`src/lpc_pkg.sv`:
```
// Constants, field layout and state codes for the low-power entry control block
//
// Contract
// - Disabled interrupts never wake when wake-any clear
// - Wake-any set: every newly pending interrupt wakes a halted wait; a sleep still needs an enabled one
// - New pending event wakes a halted wait
// - Event while running is latched for next wait
// - Send-event or external event also wakes
// - Deep-sleep select: 0 sleep, 1 deep
// - Handler-return flag clear: return keeps running
// - Handler-return flag set: return enters low power
// - Lock clear: deep select open to both states
// - Lock set: non-secure deep select reads zero
// - Lock bit itself secure-only, else RAZ/WI
// - Wake-any and handler-return flags banked per state
// - Deep select and lock are single shared copies
package lpc_pkg;

	// -----------------------------------------------------------------
	// Register map
	// -----------------------------------------------------------------
	localparam int LPC_ADDR_W = 12;
	localparam logic [LPC_ADDR_W-1:0] LPC_CTRL_OFS = 12'h000;
	localparam logic [LPC_ADDR_W-1:0] LPC_STAT_OFS = 12'h004;

	// Control register fields
	localparam int LPC_SOE_BIT = 1;
	localparam int LPC_DEEP_BIT = 2;
	localparam int LPC_LOCK_BIT = 3;
	localparam int LPC_WAKE_BIT = 4;

	// Status register fields
	localparam int LPC_ST_SLEEP_BIT = 0;
	localparam int LPC_ST_DEEP_BIT = 1;
	localparam int LPC_ST_WFE_BIT = 2;
	localparam int LPC_ST_EVT_BIT = 3;

	// Values after reset
	localparam logic LPC_BIT_RST = 1'b0;
	localparam logic [31:0] LPC_WORD_RST = 32'h0000_0000;

	// -----------------------------------------------------------------
	// Core power states
	// -----------------------------------------------------------------
	typedef enum logic [2:0] {
		LPC_RUN = 3'h1,
		LPC_WFE = 3'h2,
		LPC_SLEEP = 3'h4
	} lpc_state_e;

endpackage : lpc_pkg

```
`src/lpc_low_power_ctrl.sv`:
```
// Low-power entry control register and core sleep sequencing behind APB
module lpc_low_power_ctrl #(
	parameter int NUM_IRQ = 32,
	parameter bit SEC_EXT = 1'b1
) (
	// Clock, reset, enable
	input wire logic core_clk_in,
	input wire logic nrst_in,
	input wire logic ce_in,
	// APB slave
	input wire logic psel_in,
	input wire logic penable_in,
	input wire logic pwrite_in,
	input wire logic [lpc_pkg::LPC_ADDR_W-1:0] paddr_in,
	input wire logic [31:0] pwdata_in,
	input wire logic [3:0] pstrb_in,
	input wire logic [2:0] pprot_in,
	output logic pready_out,
	output logic [31:0] prdata_out,
	output logic pslverr_out,
	// Core execution status
	input wire logic wfe_exec_in,
	input wire logic wfi_exec_in,
	input wire logic exc_ret_thread_in,
	input wire logic cur_secure_in,
	// Event and interrupt sources
	input wire logic send_event_instr_in,
	input wire logic ext_event_in,
	input wire logic [NUM_IRQ-1:0] irq_pend_in,
	input wire logic [NUM_IRQ-1:0] irq_en_in,
	// Power status
	output logic core_halt_out,
	output logic deep_sleep_out,
	output logic wake_out,
	output logic event_latched_out
);
	import lpc_pkg::*;

	// -----------------------------------------------------------------
	// Elaboration checks
	// -----------------------------------------------------------------
	if (NUM_IRQ < 1 || NUM_IRQ > 480) begin : g_bad_irq
		$error("NUM_IRQ must lie between 1 and 480");
	end

	// -----------------------------------------------------------------
	// Declarations
	// -----------------------------------------------------------------
	lpc_state_e state_reg;
	lpc_state_e state_next;
	logic wake_any_s_reg;
	logic wake_any_ns_reg;
	logic soe_s_reg;
	logic soe_ns_reg;
	logic deep_sel_reg;
	logic lock_reg;
	logic deep_out_reg;
	logic wake_reg;
	logic [31:0] prdata_reg;
	logic pslverr_reg;
	logic ext_sync1_reg;
	logic ext_sync2_reg;
	logic ext_prev_reg;

	// -----------------------------------------------------------------
	// APB decode
	// -----------------------------------------------------------------
	logic setup_ph;
	logic access_ph;
	logic hit_ctrl;
	logic hit_stat;
	logic sec_acc;
	logic deep_vis;
	logic wr_ctrl;
	logic wr_sec;
	logic wr_ns;
	logic wr_deep;
	logic [31:0] ctrl_rd;
	logic [31:0] stat_rd;
	logic [31:0] rd_mux;

	// Phases, address hits and security of the access
	assign setup_ph = psel_in & ~penable_in & ce_in;
	assign access_ph = psel_in & penable_in & ce_in;
	assign hit_ctrl = (paddr_in == LPC_CTRL_OFS);
	assign hit_stat = (paddr_in == LPC_STAT_OFS);
	assign sec_acc = ~SEC_EXT | ~pprot_in[1];
	assign deep_vis = sec_acc | ~lock_reg;

	// Write strobes; all fields sit in byte lane 0
	assign wr_ctrl = access_ph & pwrite_in & hit_ctrl & pstrb_in[0];
	assign wr_sec = wr_ctrl & sec_acc;
	assign wr_ns = wr_ctrl & ~sec_acc;
	assign wr_deep = wr_ctrl & deep_vis;

	// Read view of the control word; reserved bits stay zero
	always_comb begin
		ctrl_rd = LPC_WORD_RST;
		ctrl_rd[LPC_WAKE_BIT] = sec_acc ? wake_any_s_reg : wake_any_ns_reg;
		ctrl_rd[LPC_SOE_BIT] = sec_acc ? soe_s_reg : soe_ns_reg;
		ctrl_rd[LPC_DEEP_BIT] = deep_vis & deep_sel_reg;
		ctrl_rd[LPC_LOCK_BIT] = SEC_EXT & sec_acc & lock_reg;
	end

	// Read view of the status word
	always_comb begin
		stat_rd = LPC_WORD_RST;
		stat_rd[LPC_ST_SLEEP_BIT] = core_halt_out;
		stat_rd[LPC_ST_DEEP_BIT] = deep_out_reg;
		stat_rd[LPC_ST_WFE_BIT] = (state_reg == LPC_WFE);
		stat_rd[LPC_ST_EVT_BIT] = event_latched_out;
	end

	assign rd_mux = hit_ctrl ? ctrl_rd : (hit_stat ? stat_rd : LPC_WORD_RST);

	// Zero-wait slave; read data captured in the setup cycle
	assign pready_out = ce_in;
	assign prdata_out = prdata_reg;
	assign pslverr_out = pslverr_reg & psel_in & penable_in;

	always_ff @(posedge core_clk_in or negedge nrst_in) begin
		if (!nrst_in) begin
			prdata_reg <= LPC_WORD_RST;
			pslverr_reg <= LPC_BIT_RST;
		end else if (setup_ph) begin
			prdata_reg <= pwrite_in ? LPC_WORD_RST : rd_mux;
			pslverr_reg <= ~(hit_ctrl | hit_stat);
		end
	end

	// -----------------------------------------------------------------
	// Control register
	// -----------------------------------------------------------------
	// Banked flags: each security state writes only its own copy
	always_ff @(posedge core_clk_in or negedge nrst_in) begin
		if (!nrst_in) begin
			wake_any_s_reg <= LPC_BIT_RST;
			soe_s_reg <= LPC_BIT_RST;
		end else if (wr_sec) begin
			wake_any_s_reg <= pwdata_in[LPC_WAKE_BIT];
			soe_s_reg <= pwdata_in[LPC_SOE_BIT];
		end
	end

	always_ff @(posedge core_clk_in or negedge nrst_in) begin
		if (!nrst_in) begin
			wake_any_ns_reg <= LPC_BIT_RST;
			soe_ns_reg <= LPC_BIT_RST;
		end else if (wr_ns) begin
			wake_any_ns_reg <= pwdata_in[LPC_WAKE_BIT];
			soe_ns_reg <= pwdata_in[LPC_SOE_BIT];
		end
	end

	// Shared deep select, writable by whoever can see it
	always_ff @(posedge core_clk_in or negedge nrst_in) begin
		if (!nrst_in) begin
			deep_sel_reg <= LPC_BIT_RST;
		end else if (wr_deep) begin
			deep_sel_reg <= pwdata_in[LPC_DEEP_BIT];
		end
	end

	// Shared lock, secure writes only, absent without the extension
	always_ff @(posedge core_clk_in or negedge nrst_in) begin
		if (!nrst_in) begin
			lock_reg <= LPC_BIT_RST;
		end else if (wr_sec) begin
			lock_reg <= SEC_EXT & pwdata_in[LPC_LOCK_BIT];
		end
	end

	// -----------------------------------------------------------------
	// External event pin synchroniser and edge detect
	// -----------------------------------------------------------------
	logic ext_rise;

	always_ff @(posedge core_clk_in or negedge nrst_in) begin
		if (!nrst_in) begin
			ext_sync1_reg <= LPC_BIT_RST;
			ext_sync2_reg <= LPC_BIT_RST;
			ext_prev_reg <= LPC_BIT_RST;
		end else if (ce_in) begin
			ext_sync1_reg <= ext_event_in;
			ext_sync2_reg <= ext_sync1_reg;
			ext_prev_reg <= ext_sync2_reg;
		end
	end

	assign ext_rise = ext_sync2_reg & ~ext_prev_reg;

	// -----------------------------------------------------------------
	// Event generation
	// -----------------------------------------------------------------
	logic wake_any_act;
	logic soe_act;
	logic event_now;
	logic consume;
	logic irq_wake;

	// Flags of the security state the core runs in
	assign wake_any_act = (SEC_EXT & ~cur_secure_in) ? wake_any_ns_reg
		: wake_any_s_reg;
	assign soe_act = (SEC_EXT & ~cur_secure_in) ? soe_ns_reg : soe_s_reg;

	// A wait consumes the latch whether it halts or not
	assign consume = ((state_reg == LPC_RUN) & wfe_exec_in) | (state_reg == LPC_WFE);

	lpc_event_gen #(
		.NUM_IRQ(NUM_IRQ)
	) u_event_gen (
		.core_clk_in(core_clk_in),
		.nrst_in(nrst_in),
		.ce_in(ce_in),
		.irq_pend_in(irq_pend_in),
		.irq_en_in(irq_en_in),
		.wake_any_in(wake_any_act),
		.sev_in(send_event_instr_in),
		.ext_rise_in(ext_rise),
		.consume_in(consume),
		.event_now_out(event_now),
		.event_latched_out(event_latched_out)
	);

	// Sleep proper ends on an enabled pending interrupt
	assign irq_wake = |(irq_pend_in & irq_en_in);

	// -----------------------------------------------------------------
	// Power state machine
	// -----------------------------------------------------------------
	logic enter_lp;
	logic go_sleep;
	logic skip_wfe;

	// Handler return sleeps only with the flag set
	assign go_sleep = wfi_exec_in | (exc_ret_thread_in & soe_act);
	assign skip_wfe = event_latched_out | event_now;
	// Entry only where the machine really leaves running
	assign enter_lp = (state_reg == LPC_RUN) & (state_next != LPC_RUN);

	always_comb begin
		state_next = state_reg;
		unique case (state_reg)
			LPC_RUN: begin
				if (wfe_exec_in) begin
					state_next = skip_wfe ? LPC_RUN : LPC_WFE;
				end else if (go_sleep) begin
					state_next = LPC_SLEEP;
				end
			end
			LPC_WFE: begin
				if (event_now | irq_wake) begin
					state_next = LPC_RUN;
				end
			end
			LPC_SLEEP: begin
				if (irq_wake) begin
					state_next = LPC_RUN;
				end
			end
			default: begin
				state_next = LPC_RUN;
			end
		endcase
	end

	always_ff @(posedge core_clk_in or negedge nrst_in) begin
		if (!nrst_in) begin
			state_reg <= LPC_RUN;
		end else if (ce_in) begin
			state_reg <= state_next;
		end
	end

	// Mode reported to the power controller, fixed at entry
	always_ff @(posedge core_clk_in or negedge nrst_in) begin
		if (!nrst_in) begin
			deep_out_reg <= LPC_BIT_RST;
		end else if (ce_in && enter_lp) begin
			deep_out_reg <= deep_sel_reg;
		end else if (ce_in && state_next == LPC_RUN) begin
			deep_out_reg <= LPC_BIT_RST;
		end
	end

	// One-cycle pulse on each return to running
	always_ff @(posedge core_clk_in or negedge nrst_in) begin
		if (!nrst_in) begin
			wake_reg <= LPC_BIT_RST;
		end else if (ce_in) begin
			wake_reg <= (state_reg != LPC_RUN) && (state_next == LPC_RUN);
		end
	end

	assign core_halt_out = (state_reg != LPC_RUN);
	assign deep_sleep_out = deep_out_reg;
	assign wake_out = wake_reg;
endmodule : lpc_low_power_ctrl

```
`src/lpc_event_gen.sv`:
```
// Wake event generator and event latch for the wait-for-event path
module lpc_event_gen #(
	parameter int NUM_IRQ = 32
) (
	// Clock and reset
	input wire logic core_clk_in,
	input wire logic nrst_in,
	input wire logic ce_in,
	// Event sources
	input wire logic [NUM_IRQ-1:0] irq_pend_in,
	input wire logic [NUM_IRQ-1:0] irq_en_in,
	input wire logic wake_any_in,
	input wire logic sev_in,
	input wire logic ext_rise_in,
	input wire logic consume_in,
	// Results
	output logic event_now_out,
	output logic event_latched_out
);
	import lpc_pkg::*;

	logic [NUM_IRQ-1:0] pend_d_reg;
	logic [NUM_IRQ-1:0] pend_rise;
	logic event_reg;
	logic event_next;

	// -----------------------------------------------------------------
	// Per-interrupt pending edge detect
	// -----------------------------------------------------------------
	for (genvar i = 0; i < NUM_IRQ; i++) begin : g_irq
		always_ff @(posedge core_clk_in or negedge nrst_in) begin
			if (!nrst_in) begin
				pend_d_reg[i] <= LPC_BIT_RST;
			end else if (ce_in) begin
				pend_d_reg[i] <= irq_pend_in[i];
			end
		end
		// Disabled ones count only when wake-any is set
		assign pend_rise[i] = irq_pend_in[i] & ~pend_d_reg[i]
			& (irq_en_in[i] | wake_any_in);
	end

	// Any event source this cycle
	assign event_now_out = (|pend_rise) | sev_in | ext_rise_in;

	// Latch events nobody consumed; a consuming wait swallows a same-cycle event
	assign event_next = (event_now_out | event_reg) & ~consume_in;
	assign event_latched_out = event_reg;

	always_ff @(posedge core_clk_in or negedge nrst_in) begin
		if (!nrst_in) begin
			event_reg <= LPC_BIT_RST;
		end else if (ce_in) begin
			event_reg <= event_next;
		end
	end
endmodule : lpc_event_gen

```
`config.mk`:
```
export PLATFORM = sky130hd
export DESIGN_NAME = lpc_low_power_ctrl
export DESIGN_NICKNAME = d
export VERILOG_FILES = /design/src/lpc_pkg.sv /design/src/lpc_low_power_ctrl.sv /design/src/lpc_event_gen.sv
export SDC_FILE = /design/constraint.sdc
export NUM_CORES = 1
export LEC_CHECK = 0
export ABC_CLOCK_PERIOD_IN_PS = 1800
export BUFFER_PORTS_ARGS = -buffer_cell sky130_fd_sc_hd__buf_2
export CAP_MARGIN = 15
export CORE_UTILIZATION = 41
export CTS_BUF_LIST = sky130_fd_sc_hd__clkbuf_16
export DETAILED_ROUTE_END_ITERATION = 10
export PLACE_DENSITY = 0.87
export SKIP_CTS_REPAIR_TIMING = 1
export SLEW_MARGIN = 15
export SYNTH_ARGS = -nofsm -noshare
export SYNTH_HDL_FRONTEND = slang
export SYNTH_SLANG_ARGS = --single-unit
```
`constraint.sdc`:
```
create_clock -name core_clk_in -period 1.8 [get_ports core_clk_in]
set_input_delay 0.18 -clock core_clk_in [delete_from_list [all_inputs] [get_ports core_clk_in]]
set_output_delay 0.18 -clock core_clk_in [all_outputs]
set_load 0.03 [all_outputs]
```
==> metrics.txt <==
Tcrit/Tclk final 111.1%; final hold viol count 0; CP delay by family, top simple AND/OR/NAND/NOR gates; HP Class primary input to register; Worst Path Required about 2 ns; PortBufs roughly 100; Largest register FFs 32; largest net degree at the start of global routing 46; GR Util met1 approximately a quarter; WP data arrival ~2.2 ns; fraction of layout cells with a size suffix above 1 a little under half; PD cells ~730 nW/µm²; LEAKAGE ~0.0020 µW; CP max stage delay 0.40 ns; GR peak layer met2; Root Driver clkbuf_16; VDD IR max around 0.43 mV; RSZ-0062 raised after global routing true; initial drt markers about 200; I/O pin count approximately 170; DR vias roughly 2900; row cnt 31; met3 Track Usage GR under 10%; chip height between 80 and 90 µm; MaxCap Viol Count 0; Post-synth top cells 52 x dfrtp_1, 42 x mux2_2, 30 x o21ai_0, 28 x buf_4, 27 x nand2_1; slowest cell on the critical path dfrtp_1; worst-path cell chain mux2_4, buf_4, o21ai_2, nand2_1, nor4_4, nand4_4, a21oi_2, a22o_1; top cells by area, synth dfrtp_1 42%, mux2_2 15%, buf_4 6.8%; DR vias/cell about 5.3; first-pass GRT wire length about 13000 µm; Final ANT Viol Nets 0; H-tree level count 2; count leader, synth dfrtp_1; flops & latches, synth between 50 and 60; Total GRT Usage approximately 22%; vias in the first global route approximately 2900; Syn Area/Cell around 10 µm²; met2 Use GR 37.06%; RD Place Congestion a little under 0.9; Post-synth EDFFs 0; area of the die approximately 7900 µm²; Slew @ Worst Pin about 0.56 ns; DRC violation count after routing 0; top-area cell type share of the netlist area a little over two fifths; Cell Area, Synth between 3000 and 4000 µm²; placed cells about 530; Nets ~570; CP max FO 7; violated checks setup timing; crit path capture type register; Yosys warnings 0; biggest area consumer among synthesized cells dfrtp_1; ys async rst share 100.0%; total grt overflow 0; Worst Skew 0.008500 ns; ys flop type dfrtp_1; Tot Pwr slightly below 3000 µW; Max Slew Vio Count 0; worst skew pair latency 0.29 ns; Area Growth Syn to Fin 31.05%; Mapped Cells a little over 300; Crit Path Category register to register; Seq/Total Area, Yosys approximately 43%; final wirelength roughly 8600 µm; Buffers & Inverters on Critical Path 1; Slew Limit Headroom a little over three fifths; Core ar. ~7300 µm²; DR pass1 iterations 4; CP Launch Type register; f_max ~500 MHz; Worst Setup Slack, final -0.1997 ns; CTS Buffer Depth 2; placed wire-length estimate approximately 6400 µm; Filler cells 614; initial core utilization between 40% and 50%; wire per inst approximately 16 µm; clk sinks 53; result of the run finished with violations; initial antenna violation count 0; Yosys cell types 40; Num CTS Buffers 5; Clk pin slew, worst setup/hold paths 0.07 ns; Final Non-Filler Cells between 500 and 600; min cycle time layout approximately 2 ns; CTS tree done; DIE WIDTH 89.10 µm; final setup fails 5
[cell usage in the layout (no fill, tap or decap), types with 2 or more instances in the layout]
cell / n
buf_2: 104
dfrtp_1: 52
mux2_2: 43
buf_4: 28
nand2_1: 27
conb_1: 27
nor2b_1: 22
o21ai_0: 19
inv_1: 13
o22ai_1: 8
nand4_1: 8
a22oi_1: 7
a22o_1: 7
a21oi_1: 6
o21ai_2: 6
nor2_1: 5
o21ai_1: 5
clkbuf_16: 5
nand3_1: 4
a221oi_1: 4
and3_1: 3
nor3_1: 3
nor3b_1: 3
nor4_1: 2
nand3b_1: 2
mux2i_1: 2
o211ai_1: 2
a21oi_2: 2
[per-stage QoR]
| stage | hold slack (ns) | worst slack, ns | setup TNS (ns) | util [%] | cell area [µm²] |
|---|---|---|---|---|---|
| 5_1_grt | 0.1242 | -0.3222 | -1.437 | 55.87 | 4074 |
| 3_3_place_gp | 0.1643 | -0.2077 | -1.048 | 52.39 | 3820 |
| 2_1_floorplan | -0.1156 | -0.01689 | -0.01858 | - | 3223 |
| 3_5_place_dp | 0.1727 | -0.2641 | -1.789 | 52.39 | 3820 |
| 4_1_cts | -0.1330 | -0.2989 | -1.300 | 54.26 | 3956 |
| 6_report | 0.1242 | -0.1997 | -0.8670 | 55.90 | 4076 |
[worst paths after layout]
path / slack (ns) / cells after the start / to / startpoint
min: 0.12 / 2 / deep_sel_reg / pwdata_in[2]
max: -0.20 / 8 / deep_sleep_out / wake_any_ns_reg
min in group asynchronous: 0.39 / 2 / prdata_out[0] / nrst_in
min reg2reg: 0.49 / 2 / prdata_out[3] / prdata_out[3]
max in group asynchronous: 0.79 / 3 / state_reg[0] / nrst_in
max reg2reg: -0.20 / 8 / deep_sleep_out / wake_any_ns_reg
[power breakdown]
group,switching (µW),total [µW],internal [µW]
logic,398,714,315
registers,60.8,1350,1290
clock network,411,913,502
[worst reg2reg max path, stage by stage, from the launching register on]
cell     delay, ns
dfrtp_1       0.40
mux2_4        0.33
buf_4         0.16
o21ai_2       0.11
nand2_1       0.10
nor4_4        0.31
nand4_4       0.19
a21oi_2       0.22
a22o_1        0.14
[metal layers]
metal  up-vias  share of wire, %
li1       1335                 -
met1      1367                39
met2       131                51
met3        41               5.6
met4         0               4.3
met5         -                 0
[cell type report]
cell class | instances | area (µm²) | area share, %
Multi-Input combinational cell | 235 | 1673 | 41.04
Sequential cell | 53 | 1328 | 32.57
Timing Repair Buffer | 135 | 772.0 | 18.94
Clock buffer | 5 | 125.1 | 3.069
Tap cell | 99 | 123.9 | 3.039
Inverter | 11 | 41.29 | 1.013
Clock inverter | 3 | 11.26 | 0.2762
Antenna cell | 1 | 2.502 | 0.06139
[cells by family (layout without fill, tap and decap cells)]
| group | count (synthesis) | in the layout | synth area share, % |
|---|---|---|---|
| AND/OR/NAND/NOR | 90 | 90 | 16.37 |
| AO/OA/AOI/OAI | 72 | 72 | 15.33 |
| flip-flops | 53 | 53 | 42.68 |
| buffers and inverters | 48 | 154 | 9.171 |
| multiplexers | 45 | 46 | 16.33 |
| other | 1 | 28 | 0.1206 |
No activity file was read; power rests on OpenSTA's default activity.
